--- config.mk ---
export PLATFORM = sky130hd
export DESIGN_NAME = ccss_switcher
export DESIGN_NICKNAME = d
export VERILOG_FILES = /design/src/hw/ccss_pkg.sv /design/src/hw/ccss_handover.sv /design/src/hw/ccss_switcher.sv
export SDC_FILE = /design/constraint.sdc
export NUM_CORES = 1
export LEC_CHECK = 0
export BUFFER_PORTS_ARGS = -buffer_cell sky130_fd_sc_hd__buf_4
export CORE_ASPECT_RATIO = 2
export CORE_MARGIN = 8
export CORE_UTILIZATION = 50
export DETAILED_ROUTE_END_ITERATION = 10
export PLACE_DENSITY = 0.78
export SLEW_MARGIN = 20
export SYNTH_ARGS = -nofsm -noshare
export SYNTH_HDL_FRONTEND = slang
export SYNTH_HIERARCHICAL = 1
export SYNTH_SLANG_ARGS = --single-unit
--- constraint.sdc ---
create_clock -name aclk -period 4.3 [get_ports aclk]
set_clock_uncertainty 0.1 [all_clocks]
set_input_delay 0.86 -clock aclk [delete_from_list [all_inputs] [get_ports aclk]]
set_output_delay 0.86 -clock aclk [all_outputs]
set_load 0.1 [all_outputs]
--- src/hw/ccss_pkg.sv ---
package ccss_pkg;
    // Register byte offsets on the AXI4-Lite bus
    localparam logic [7:0] OFS_MODE      = 8'h00;
    localparam logic [7:0] OFS_OSC_CTRL  = 8'h04;
    localparam logic [7:0] OFS_SYS_CLK   = 8'h08;
    localparam logic [7:0] OFS_CLK_SEL   = 8'h0c;
    localparam logic [7:0] OFS_SUB_MODE  = 8'h10;
    localparam logic [7:0] OFS_LOOP_CTRL = 8'h14;
    localparam logic [7:0] OFS_LOOP_STAT = 8'h18;
    localparam logic [7:0] OFS_POST_DIV  = 8'h1c;

    // Field positions
    localparam int unsigned SUB_OSC_STOP_BIT  = 6;
    localparam int unsigned FAST_OSC_STOP_BIT = 0;
    localparam int unsigned CPU_STAT_BIT      = 7;
    localparam int unsigned CPU_SEL_BIT       = 6;
    localparam int unsigned MAIN_STAT_BIT     = 5;
    localparam int unsigned MAIN_SEL_BIT      = 4;
    localparam int unsigned LOW_SPEED_BIT     = 0;
    localparam int unsigned RTC_LP_BIT        = 7;
    localparam int unsigned LOOP_ON_BIT       = 0;
    localparam int unsigned LOOP_SEL_BIT      = 6;
    localparam int unsigned LOCK_BIT          = 7;
    localparam int unsigned LOOP_SEL_STAT_BIT = 3;
    localparam int unsigned POST_DIV_W        = 3;

    // Reset values
    localparam logic [7:0] RST_MODE      = 8'h00;
    localparam logic [7:0] RST_OSC_CTRL  = 8'h40;
    localparam logic [7:0] RST_SYS_CLK   = 8'h00;
    localparam logic [7:0] RST_CLK_SEL   = 8'h00;
    localparam logic [7:0] RST_SUB_MODE  = 8'h00;
    localparam logic [7:0] RST_LOOP_CTRL = 8'h00;
    localparam logic [2:0] RST_POST_DIV  = 3'h0;

    // Byte-only strobe for the write-once mode register
    localparam logic [3:0] BYTE0_STRB = 4'h1;

    localparam logic [1:0] RESP_OKAY   = 2'h0;
    localparam logic [1:0] RESP_SLVERR = 2'h2;

    // Handover time for a glitch-free source change
    localparam int unsigned CLK_PERIOD_NS   = 8;
    localparam int unsigned HANDOVER_NS     = 64;
    localparam int unsigned HANDOVER_CYCLES =
        (HANDOVER_NS + CLK_PERIOD_NS - 1) / CLK_PERIOD_NS;

    typedef enum logic [2:0] {
        SRC_FAST_ONCHIP,
        SRC_HS_SYSTEM,
        SRC_SUBSYSTEM,
        SRC_LOW_SPEED,
        SRC_LOOP
    } ccss_src_t;
endpackage

--- src/hw/ccss_handover.sv ---
module ccss_handover #(
    parameter int unsigned SETTLE = ccss_pkg::HANDOVER_CYCLES
) (
    input  wire logic aclk,         // Clock
    input  wire logic aresetn,      // Sync reset, active low
    input  wire logic req,          // Requested source level
    input  wire logic target_ready, // Requested source is running
    output logic      status        // Source actually in use
);
    typedef struct packed {
        logic [7:0] cnt;
        logic       status;
    } ccss_ho_state_t;

    ccss_ho_state_t st_reg;
    ccss_ho_state_t st_next;

    // Old source stays reported until the new one has run for SETTLE cycles
    always_comb begin
        st_next = st_reg;
        if (req != st_reg.status && target_ready) begin
            if (st_reg.cnt == 8'(SETTLE - 1)) begin
                st_next.status = req; // see RULE_10
                st_next.cnt    = 8'h00;
            end else begin
                st_next.cnt = st_reg.cnt + 8'h01;
            end
        end else begin
            st_next.cnt = 8'h00;
        end
    end

    always_ff @(posedge aclk) begin
        if (!aresetn) begin
            st_reg <= '0;
        end else begin
            st_reg <= st_next;
        end
    end

    assign status = st_reg.status;
endmodule

--- src/hw/ccss_switcher.sv ---
// Overview of operation
// RULE_01: Software sets RTC low power, clears low-speed select, programs mode, starts sub osc.
// RULE_02: After CPU select set, status reads 1 once CPU runs from sub/low clock.
// RULE_03: Low-speed path: software sets low-speed select, mode, then CPU select.
// RULE_04: Mode register takes one byte write after reset; later writes ignored.
// RULE_05: Software programs loop control and waits 1 us after multiplier write.
// RULE_06: Lock flag rises once loop locked while loop oscillator on.
// RULE_07: After lock and post divider, loop-selected status rises once CPU runs on loop.
// RULE_08: Clearing main select reports main status 0 after switch back to fast osc.
// RULE_09: Software waits 18-65 us or 18-105 us after fast osc restart.
// RULE_10: Status keeps old source until new one drives CPU; switch is glitch-free. Code: route lags status one cycle; sub/low choice skips handover.
//
// Local design decisions: the AXI4-Lite register port and the placing of the registers.
module ccss_switcher (
    input  wire logic        aclk,                // Clock, 125 MHz
    input  wire logic        aresetn,             // Sync reset, active low
    input  wire logic [31:0] s_axi_awaddr,        // Write address
    input  wire logic        s_axi_awvalid,       // Write address valid
    output logic             s_axi_awready,       // Write address ready
    input  wire logic [31:0] s_axi_wdata,         // Write data
    input  wire logic [3:0]  s_axi_wstrb,         // Write strobes
    input  wire logic        s_axi_wvalid,        // Write data valid
    output logic             s_axi_wready,        // Write data ready
    output logic [1:0]       s_axi_bresp,         // Write response
    output logic             s_axi_bvalid,        // Write response valid
    input  wire logic        s_axi_bready,        // Write response ready
    input  wire logic [31:0] s_axi_araddr,        // Read address
    input  wire logic        s_axi_arvalid,       // Read address valid
    output logic             s_axi_arready,       // Read address ready
    output logic [31:0]      s_axi_rdata,         // Read data
    output logic [1:0]       s_axi_rresp,         // Read response
    output logic             s_axi_rvalid,        // Read data valid
    input  wire logic        s_axi_rready,        // Read data ready
    input  wire logic        sub_osc_stable_pin,  // Subsystem osc stable
    input  wire logic        hs_sys_stable_pin,   // High-speed system osc stable
    input  wire logic        loop_lock_pin,       // Loop analog lock
    output logic [2:0]       cpu_clock_route,     // Source driving the CPU
    output logic             loop_osc_enable,     // Loop oscillator on
    output logic [2:0]       post_divider_out     // Main clock post divider
);
    typedef struct packed {
        logic        aw_held;
        logic [7:0]  aw_addr;
        logic        aw_bad;
        logic        w_held;
        logic [31:0] w_data;
        logic [3:0]  w_strb;
        logic        bvalid;
        logic [1:0]  bresp;
        logic        rvalid;
        logic [31:0] rdata;
        logic [1:0]  rresp;
        logic [7:0]  mode;
        logic        mode_written;
        logic [7:0]  osc_ctrl;
        logic [7:0]  sys_clk;
        logic [7:0]  clk_sel;
        logic [7:0]  sub_mode;
        logic [7:0]  loop_ctrl;
        logic [2:0]  post_div;
        logic [1:0]  sync_sub;
        logic [1:0]  sync_hs;
        logic [1:0]  sync_lock;
        logic [2:0]  route;
        logic        aw_rdy;
        logic        w_rdy;
        logic        ar_rdy;
    } ccss_state_t;

    ccss_state_t st_reg;
    ccss_state_t st_next;

    logic cpu_stat;
    logic main_stat;
    logic loop_stat;
    logic lock_flag;
    logic cpu_ready;
    logic main_ready;
    logic aw_fire;
    logic w_fire;
    logic do_write;
    logic mode_wr;

    // Sync stage order: [0] first flop, [1] second flop
    assign lock_flag = st_reg.loop_ctrl[ccss_pkg::LOOP_ON_BIT] && st_reg.sync_lock[1];
    assign cpu_ready = st_reg.clk_sel[ccss_pkg::LOW_SPEED_BIT]
                     || (!st_reg.osc_ctrl[ccss_pkg::SUB_OSC_STOP_BIT] && st_reg.sync_sub[1]);
    assign main_ready = st_reg.sys_clk[ccss_pkg::MAIN_SEL_BIT] ? st_reg.sync_hs[1]
                      : !st_reg.osc_ctrl[ccss_pkg::FAST_OSC_STOP_BIT];

    ccss_handover #(
        .SETTLE (ccss_pkg::HANDOVER_CYCLES)
    ) u_cpu_ho (
        .aclk         (aclk),
        .aresetn      (aresetn),
        .req          (st_reg.sys_clk[ccss_pkg::CPU_SEL_BIT]),
        .target_ready (st_reg.sys_clk[ccss_pkg::CPU_SEL_BIT] ? cpu_ready : 1'b1),
        .status       (cpu_stat)
    );

    ccss_handover #(
        .SETTLE (ccss_pkg::HANDOVER_CYCLES)
    ) u_main_ho (
        .aclk         (aclk),
        .aresetn      (aresetn),
        .req          (st_reg.sys_clk[ccss_pkg::MAIN_SEL_BIT]),
        .target_ready (main_ready),
        .status       (main_stat)
    );

    ccss_handover #(
        .SETTLE (ccss_pkg::HANDOVER_CYCLES)
    ) u_loop_ho (
        .aclk         (aclk),
        .aresetn      (aresetn),
        .req          (st_reg.loop_ctrl[ccss_pkg::LOOP_SEL_BIT]),
        .target_ready (st_reg.loop_ctrl[ccss_pkg::LOOP_SEL_BIT] ? lock_flag : 1'b1),
        .status       (loop_stat)
    );

    function automatic logic [2:0] route_of(input logic cpu_s, input logic main_s,
                                            input logic loop_s, input logic low_sel);
        if (cpu_s) begin
            route_of = low_sel ? 3'(ccss_pkg::SRC_LOW_SPEED) : 3'(ccss_pkg::SRC_SUBSYSTEM);
        end else if (loop_s) begin
            route_of = 3'(ccss_pkg::SRC_LOOP);
        end else if (main_s) begin
            route_of = 3'(ccss_pkg::SRC_HS_SYSTEM);
        end else begin
            route_of = 3'(ccss_pkg::SRC_FAST_ONCHIP);
        end
    endfunction

    assign aw_fire  = s_axi_awvalid && s_axi_awready;
    assign w_fire   = s_axi_wvalid && s_axi_wready;
    assign do_write = (st_reg.aw_held || aw_fire) && (st_reg.w_held || w_fire)
                   && !st_reg.bvalid;
    assign mode_wr  = do_write
                   && (st_reg.aw_held ? st_reg.aw_addr : s_axi_awaddr[7:0])
                      == ccss_pkg::OFS_MODE;

    always_comb begin
        logic [7:0]  wa;
        logic [31:0] wd;
        logic [3:0]  ws;
        logic [7:0]  ra;
        logic        wbad;
        wa = st_reg.aw_held ? st_reg.aw_addr : s_axi_awaddr[7:0];
        wd = st_reg.w_held ? st_reg.w_data : s_axi_wdata;
        ws = st_reg.w_held ? st_reg.w_strb : s_axi_wstrb;
        ra = s_axi_araddr[7:0];
        // Upper address bits are kept as a flag when the address arrives first
        wbad = st_reg.aw_held ? st_reg.aw_bad : (s_axi_awaddr[31:8] != 24'h000000);
        st_next = st_reg;

        st_next.sync_sub  = {st_reg.sync_sub[0], sub_osc_stable_pin};
        st_next.sync_hs   = {st_reg.sync_hs[0], hs_sys_stable_pin};
        st_next.sync_lock = {st_reg.sync_lock[0], loop_lock_pin};

        if (aw_fire) begin
            st_next.aw_held = 1'b1;
            st_next.aw_addr = s_axi_awaddr[7:0];
            st_next.aw_bad  = s_axi_awaddr[31:8] != 24'h000000;
        end
        if (w_fire) begin
            st_next.w_held = 1'b1;
            st_next.w_data = s_axi_wdata;
            st_next.w_strb = s_axi_wstrb;
        end
        if (st_reg.bvalid && s_axi_bready) begin
            st_next.bvalid = 1'b0;
        end

        if (do_write) begin
            st_next.aw_held = 1'b0;
            st_next.w_held  = 1'b0;
            st_next.bvalid  = 1'b1;
            st_next.bresp   = ccss_pkg::RESP_OKAY;
            if (wbad) begin
                st_next.bresp = ccss_pkg::RESP_SLVERR;
            end else if (wa == ccss_pkg::OFS_MODE) begin
                // Only the first byte-wide write counts
                if (!st_reg.mode_written && ws == ccss_pkg::BYTE0_STRB) begin // see RULE_04
                    st_next.mode         = wd[7:0];
                    st_next.mode_written = 1'b1;
                end
            end else if (wa == ccss_pkg::OFS_OSC_CTRL) begin
                if (ws[0]) st_next.osc_ctrl = wd[7:0];
            end else if (wa == ccss_pkg::OFS_SYS_CLK) begin
                if (ws[0]) begin
                    st_next.sys_clk[ccss_pkg::CPU_SEL_BIT]  = wd[ccss_pkg::CPU_SEL_BIT];
                    st_next.sys_clk[ccss_pkg::MAIN_SEL_BIT] = wd[ccss_pkg::MAIN_SEL_BIT];
                end
            end else if (wa == ccss_pkg::OFS_CLK_SEL) begin
                if (ws[0]) st_next.clk_sel = wd[7:0] & 8'h01;
            end else if (wa == ccss_pkg::OFS_SUB_MODE) begin
                if (ws[0]) st_next.sub_mode = wd[7:0] & 8'h80;
            end else if (wa == ccss_pkg::OFS_LOOP_CTRL) begin
                if (ws[0]) st_next.loop_ctrl = wd[7:0];
            end else if (wa == ccss_pkg::OFS_POST_DIV) begin
                if (ws[0]) st_next.post_div = wd[2:0];
            end else if (wa != ccss_pkg::OFS_LOOP_STAT) begin
                st_next.bresp = ccss_pkg::RESP_SLVERR;
            end
        end

        if (st_reg.rvalid && s_axi_rready) begin
            st_next.rvalid = 1'b0;
        end
        if (s_axi_arvalid && s_axi_arready) begin
            st_next.rvalid = 1'b1;
            st_next.rdata  = 32'h00000000;
            st_next.rresp  = ccss_pkg::RESP_OKAY;
            if (s_axi_araddr[31:8] != 24'h000000) begin
                st_next.rresp = ccss_pkg::RESP_SLVERR;
            end else if (ra == ccss_pkg::OFS_MODE) begin
                st_next.rdata[7:0] = st_reg.mode;
            end else if (ra == ccss_pkg::OFS_OSC_CTRL) begin
                st_next.rdata[7:0] = st_reg.osc_ctrl;
            end else if (ra == ccss_pkg::OFS_SYS_CLK) begin
                st_next.rdata[7:0] = st_reg.sys_clk;
                st_next.rdata[ccss_pkg::CPU_STAT_BIT]  = cpu_stat;  // see RULE_02
                st_next.rdata[ccss_pkg::MAIN_STAT_BIT] = main_stat; // see RULE_08
            end else if (ra == ccss_pkg::OFS_CLK_SEL) begin
                st_next.rdata[7:0] = st_reg.clk_sel;
            end else if (ra == ccss_pkg::OFS_SUB_MODE) begin
                st_next.rdata[7:0] = st_reg.sub_mode;
            end else if (ra == ccss_pkg::OFS_LOOP_CTRL) begin
                st_next.rdata[7:0] = st_reg.loop_ctrl;
            end else if (ra == ccss_pkg::OFS_LOOP_STAT) begin
                st_next.rdata[ccss_pkg::LOCK_BIT]          = lock_flag; // see RULE_06
                st_next.rdata[ccss_pkg::LOOP_SEL_STAT_BIT] = loop_stat; // see RULE_07
            end else if (ra == ccss_pkg::OFS_POST_DIV) begin
                st_next.rdata[2:0] = st_reg.post_div;
            end else begin
                st_next.rresp = ccss_pkg::RESP_SLVERR;
            end
        end

        // Route follows reported status; only the sub/low-speed choice comes straight from clk_sel
        st_next.route = route_of(cpu_stat, main_stat, loop_stat,
                                 st_reg.clk_sel[ccss_pkg::LOW_SPEED_BIT]); // see RULE_10

        // Readies taken from next state so bus outputs leave a flop
        st_next.aw_rdy = !st_next.aw_held && !st_next.bvalid;
        st_next.w_rdy  = !st_next.w_held && !st_next.bvalid;
        st_next.ar_rdy = !st_next.rvalid;
    end

    always_ff @(posedge aclk) begin
        if (!aresetn) begin
            st_reg           <= '0;
            st_reg.mode      <= ccss_pkg::RST_MODE;
            st_reg.osc_ctrl  <= ccss_pkg::RST_OSC_CTRL;
            st_reg.sys_clk   <= ccss_pkg::RST_SYS_CLK;
            st_reg.clk_sel   <= ccss_pkg::RST_CLK_SEL;
            st_reg.sub_mode  <= ccss_pkg::RST_SUB_MODE;
            st_reg.loop_ctrl <= ccss_pkg::RST_LOOP_CTRL;
            st_reg.post_div  <= ccss_pkg::RST_POST_DIV;
            st_reg.route     <= 3'(ccss_pkg::SRC_FAST_ONCHIP);
            st_reg.aw_rdy    <= 1'b1;
            st_reg.w_rdy     <= 1'b1;
            st_reg.ar_rdy    <= 1'b1;
        end else begin
            st_reg <= st_next;
        end
    end

    assign s_axi_awready    = st_reg.aw_rdy;
    assign s_axi_wready     = st_reg.w_rdy;
    assign s_axi_bvalid     = st_reg.bvalid;
    assign s_axi_bresp      = st_reg.bresp;
    assign s_axi_arready    = st_reg.ar_rdy;
    assign s_axi_rvalid     = st_reg.rvalid;
    assign s_axi_rdata      = st_reg.rdata;
    assign s_axi_rresp      = st_reg.rresp;
    assign cpu_clock_route  = st_reg.route;
    assign loop_osc_enable  = st_reg.loop_ctrl[ccss_pkg::LOOP_ON_BIT];
    assign post_divider_out = st_reg.post_div;
endmodule

; ---- After elaboration in Yosys (flattened, before gate mapping)
; Index checks and enable logic that the tools add are counted.
; Widths: inputs -> output; s select.
[classes]
addsub = 3
mul = 0
div_mod_pow = 0
magnitude_cmp = 0
eq_ne = 21
n_shift = 0
n_mux = 49
bitwise_logic = 11
reduce_logical = 43
[ops]
columns = op, count
row1 = $mux 8, 8
row2 = $eq 8x5->1 const B, 7
row3 = $reduce_bool 24->1, 2
row4 = $eq 8x3->1 const B, 5
row5 = $mux 37, 1
row6 = $mux 35, 1
row7 = $mux 2, 17
row8 = $eq 8x4->1 const B, 4
row9 = $add 8x1->8 const B, 3
row10 = $logic_not 8->1, 2
row11 = $logic_and 1x1->1, 15
row12 = $mux 3, 5
row13 = $mux 1, 13
row14 = $not 1->1, 11
row15 = $mux 10, 1
row16 = $reduce_and 10->1, 1
row17 = $reduce_and 9->1, 1
row18 = $reduce_or 3->1, 3
row19 = $logic_not 1->1, 8
row20 = $mux 4, 2
row21 = $ne 8x5->1 const B, 1
row22 = $reduce_and 8->1, 1
row23 = $reduce_and 7->1, 1
row24 = $reduce_and 2->1, 3
row25 = other kinds (7), 11
[totals]
ff_bits = 132
latch_bits = 0
ram_bits = 0
rom_bits = 0
out_inout_bits = 48
elab_cells = 159
n_memories = 0

; ---- Depth between registers and ports, before layout
[depth]
depth_word = 14
ltp_mapped = 7
ltp_nobuf = 5

; ---- Hierarchy
; Netlist, hierarchy kept.
[modules_own_cells]
columns = module, n_inst, cells_per_inst, area_per_inst_um2, seq_area_each_um2
row1 = ccss_switcher, 1, 455, 3863.7, 1581.5
row2 = ccss_handover (u_cpu_ho), 1, 42, 415.4, 180.2
row3 = ccss_handover (u_loop_ho), 1, 44, 399.1, 180.2
row4 = ccss_handover (u_main_ho), 1, 42, 399.1, 180.2

; ---- Worst setup path before layout
; No wires, ideal clock.
[synth_path]
path_kind = register to register
startpoint = register st_reg (netlist bit s_axi_awready)
endpoint = register st_reg (netlist bit loop_osc_enable)
setup_time_ns = 0.132
t_arrival_ns = 2.111
slack_ns = 1.957
stages_incl_launch_ff = 6
synth_period_minus_slack_ns = 2.343
cell_sequence = dfxtp_1 -> a21oi_1 -> a211o_1 -> nor2_1 -> nand2_1 -> mux2i_1
[synth_between]
elab_chain_len = 5
[synth_rtl]
columns = item, line_no
row1 = "start, declared", ccss_switcher.sv:70  ; ccss_state_t st_reg;
row2 = "start signal, assigned", ccss_switcher.sv:265  ; st_reg <= st_next;
row3 = $logic_and 1x1->1, ccss_switcher.sv:134  ; assign aw_fire = s_axi_awvalid && s_axi_awready;
row4 = $logic_or 1x1->1, ccss_switcher.sv:136  ; assign do_write = (st_reg.aw_held || aw_fire) && (st_reg.w_held || w_fire)
row5 = $logic_and 1x1->1, ccss_switcher.sv:136
row6 = $logic_and 1x1->1, ccss_switcher.sv:137  ; && !st_reg.bvalid;
row7 = $reduce_and 9->1 (no source line), --
; No other way between the ends.
; A chain may end at the register's enable or synchronous reset.

; ---- Worst setup path in the final report
[layout_path]
startpoint = input s_axi_awaddr[9]
endpoint = register st_reg[58] (netlist bit)
[layout_between]
elab_chain_len = 4
[layout_rtl]
columns = item, line_no
row1 = "start, declared", ccss_switcher.sv:17  ; input wire logic [31:0] s_axi_awaddr,
row2 = $reduce_bool 24->1, ccss_switcher.sv:153  ; wbad = st_reg.aw_held ? st_reg.aw_bad : (s_axi_awaddr[31:8] != 24'h000000);
row3 = $mux 1, ccss_switcher.sv:153
row4 = $not 1->1 (no source line), --
row5 = $reduce_and 4->1 (no source line), --
; No other way between the ends.

==> results.txt <==
Global routing finished with a remaining overflow of 0. The total count of hold-check failures in the final report is 0. The cell leakage power came out at between 2 and 3 nW. Dividing the detail-routed wire length by the instance count gives around 16 um.

The number of enable flip-flop cells after synthesis came out at 0. The switching power of the nets came out at ~0.67 mW. VDD sags by at most about 0.00038 V. Clock-pin slew was measured on the worst setup and hold paths at approximately 0.060 ns. The maximum buffer depth of the clock tree came out at 2. Routability-driven placement finished with a final weighted congestion of 0.875. Setup violations remaining at the end of the flow were counted as 0. The flip-flop count of the largest register, all copies and words added is 54.

CTS placed an instance of clkbuf_16 at the clock tree root. The total count of max-transition violations in the final report is 0. The post-cts gate resize count is 0.

The initial standard-cell utilization of the core is between 50% and 60%. The ratio of cells with drive above 1 in the final layout is about a quarter. The count of nets left with antenna violations once routing finished came out at 0. The chip width is approximately 87 um. For this run, the leading register cell type out of synthesis is dfxtp_1.

The placeable core region came out at around 10,000 um^2. For this run, the detailed router's first-pass iteration total came to 4. Data on the critical path arrives at its endpoint at between 2 and 3 ns. Sequential cells were found to cover between 40% and 50% of the synthesized design area. The final setup TNS came out at 0 ns. The sink count of the clock tree is 106. The number of input and output port buffers inserted came out at between 100 and 150. The net count of the finished layout is slightly below 800. The netlist uses 54 different library cells.

The flow ran to the end, and the final reports show no timing, DRC or antenna violations. The portion of total power attributed to sequential cells came out at 46.5%. TritonCTS built the clock tree. The count of H-tree levels built during CTS is 3. The synthesized instance count came out at approximately 580. The first-iteration detailed-routing DRC count came out at around 260. The synthesized flop and latch total is around 110. From synthesis to final layout, the design area changed by 19.2%. Leaving out fill and tap cells, the most frequent cell in the layout is nand2_1.

The wire length of the first global-routing pass is about 20,000 um. The worst-path maximum fanout came out at 9. A synthesized cell averages between 8 and 9 um^2. The relative slew slack came out at 54.0%. The required time of the critical path is 4.40 ns. The upper clock frequency limit is roughly 380 MHz. The number of warnings reported in the yosys synthesis log is 6. The repair_antennas step left the layout with diodes totalling 0. The global-route total usage across every layer is 18.6%. The largest net degree at the start of global routing is 61. Combinational logic burns between 10% and 20% of the power.

The cell with the biggest individual delay on the critical path is o2111ai_2. The internal portion of the total power is approximately 1.6 mW. The fraction of post-synthesis cell area in the top cell type by area is a little over two fifths. The transition at the pin with the smallest max-transition slack came out at between 0.6 and 0.7 ns. The number of clock buffers added by TritonCTS is 9.

In the layout the commonest cells are nand2_1 (115), buf_4 (108), dfxtp_1 (106), mux2i_1 (38), a21oi_1 (35). The switching part of the total is between 20% and 30%. The number of buffers inserted for hold repair after clock tree synthesis is 0. Counting instances, the worst hold path has a depth of 1. Summed over all instances, the cell type with the most area after synthesis is dfxtp_1. The number of antenna violations at the first check in global routing was 0. The worst setup path is of the in -> reg kind. Counting the fill cells in the layout gives 927. The number of global-route vias before repair came out at between 4,000 and 5,000. Max-cap violations in this run came to 0. On the worst path, the slowest cell contributes a delay of between 0.4 and 0.5 ns.

The count of unresolved DRC violations after routing came out at 0. The share of total power in the clock network came out at 34.7%. The worst hold path belongs to the class reg -> reg.

STA classifies the critical path endpoint as a flip-flop. The clock insertion delay at the later pin of the skew report is approximately 0.34 ns. The post-detailed-routing wire length came out at ~13,000 um.

The area enclosed by the die boundary came out at 13,800 um^2. Yosys attributes the largest share of cell area to dfxtp_1 (42%), nand2_1 (8.5%), mux2i_1 (7.5%), buf_4 (6.4%), a21oi_1 (3.4%). The portion of the clock cycle consumed by the worst path in the final layout is approximately 60%. The worst path needs about 2.6 ns of the cycle, external delays included. The final HPWL from detailed placement is just under 10,000 um.

The overall die height came out at 159 um. Setup repair after global routing left no endpoint under its margin. Wire segments on met3 add up to 564 um in the final route. The post-synthesis cell area came out at 5080 um^2.

Power spread over the standard cell area amounts to around 370 nW/um^2. For this block, the via count after detailed routing is 4,253. The I/O pin total came out at about 160. The number of setup buffers added after CTS is 0.

Dividing the detail-routed via count by the number of cells gives 5.29. The detailed-route wire length on metal 1 came out at between 4000 and 5000 um. The met2 layer wire length in the routed design is around 7300 um. The async set-reset flop share out of synthesis is 0%. The final hold slack came out at 0.331 ns. The critical path goes through buf_4 -> nor4_2 -> a41oi_2 -> a211oi_2 -> o2111ai_2 -> mux2i_1. The worst setup path is launched from an input port.

The highest metal layer carrying signal wires in the routed design is met4. The number of cells on the worst reg-to-reg path is 5. The total number of placement rows came out at 52.
[metrics by stage]
step	worst slack [ns]	instances	utilization, %	instance area (um^2)	total power [mW]
global route	1.55	804	60.4	6050	2.35
floorplan	1.96	608	-	5170	1.40
finish	1.70	804	60.4	6050	2.26
global placement	1.15	789	57.4	5760	1.49
CTS	1.68	804	60.4	6050	2.28
detailed placement	1.34	789	57.5	5760	1.50
[metal layers]
| layer | up-vias | track usage (%) |
|---|---|---|
| li1 | 2119 | - |
| met3 | 24 | 3.93 |
| met5 | - | 0 |
| met1 | 1989 | 17.5 |
| met4 | 0 | 8.51 |
| met2 | 121 | 36.2 |
[cells in the mapped netlist (9+ instances only)]
| cell | count |
|---|---|
| xor2_1 | 9 |
| nor2_1 | 32 |
| nand3_1 | 15 |
| dfxtp_1 | 106 |
| clkbuf_1 | 15 |
| nor4_1 | 10 |
| o21ai_0 | 24 |
| mux2_2 | 12 |
| or3_1 | 9 |
| buf_4 | 43 |
| mux2i_1 | 38 |
| nand2_1 | 115 |
| nor3_1 | 12 |
| inv_1 | 13 |
| and2_1 | 12 |
| a21oi_1 | 35 |
[worst max-delay path: cells and delay by family]
| kind | cells | cell delay, ns |
|---|---|---|
| buffers and inverters | 1 | 0.11 |
| AND/OR/NAND/NOR | 1 | 0.37 |
| multiplexers | 1 | 0.24 |
| AO/OA/AOI/OAI | 3 | 1.12 |
[power by group through the flow]
| stage | Clock [mW] | Combinational [mW] | Sequential, mW |
|---|---|---|---|
| after global placement | 0 | 0.416 | 1.07 |
| after global routing | 0.847 | 0.452 | 1.05 |
| final | 0.785 | 0.425 | 1.05 |
| after floorplan | 0 | 0.283 | 1.11 |
| after CTS | 0.801 | 0.426 | 1.05 |
| after detailed placement | 0 | 0.424 | 1.07 |
[path summary, 6_finish.rpt]
path                        start         end  slack, ns
setup / recovery  s_axi_awaddr[9]  st_reg[58]       1.70
hold / removal         st_next[7]   st_reg[7]       0.33
setup reg to reg      st_reg[147]  st_reg[58]       2.05
hold reg to reg        st_next[7]   st_reg[7]       0.33
[logic make-up after synthesis]
kind of cell               Yosys count  share of synthesized area, %
buffers and inverters               75                          8.75
and+or+nand+nor                    247                          25.5
DFF                                106                          41.8
AOI/OAI and AO/OA                   89                          11.0
other                                1                        0.0739
xor gates and xnor gates            12                          2.07
adders and majority gates            3                         0.739
muxes                               50                          10.2
[area by class of cell]
cell class / count / area (um^2) / share of cell area, %
clock buffers: 13 / 280 / 4.63
inverters: 13 / 48.8 / 0.806
multi-input cells: 427 / 2610 / 43.1
repair buffers: 108 / 811 / 13.4
flip-flops and latches: 106 / 2120 / 35.1
clock inverters: 2 / 10.0 / 0.165
well taps: 135 / 169 / 2.79
No activity file was read; power rests on OpenSTA's default activity.
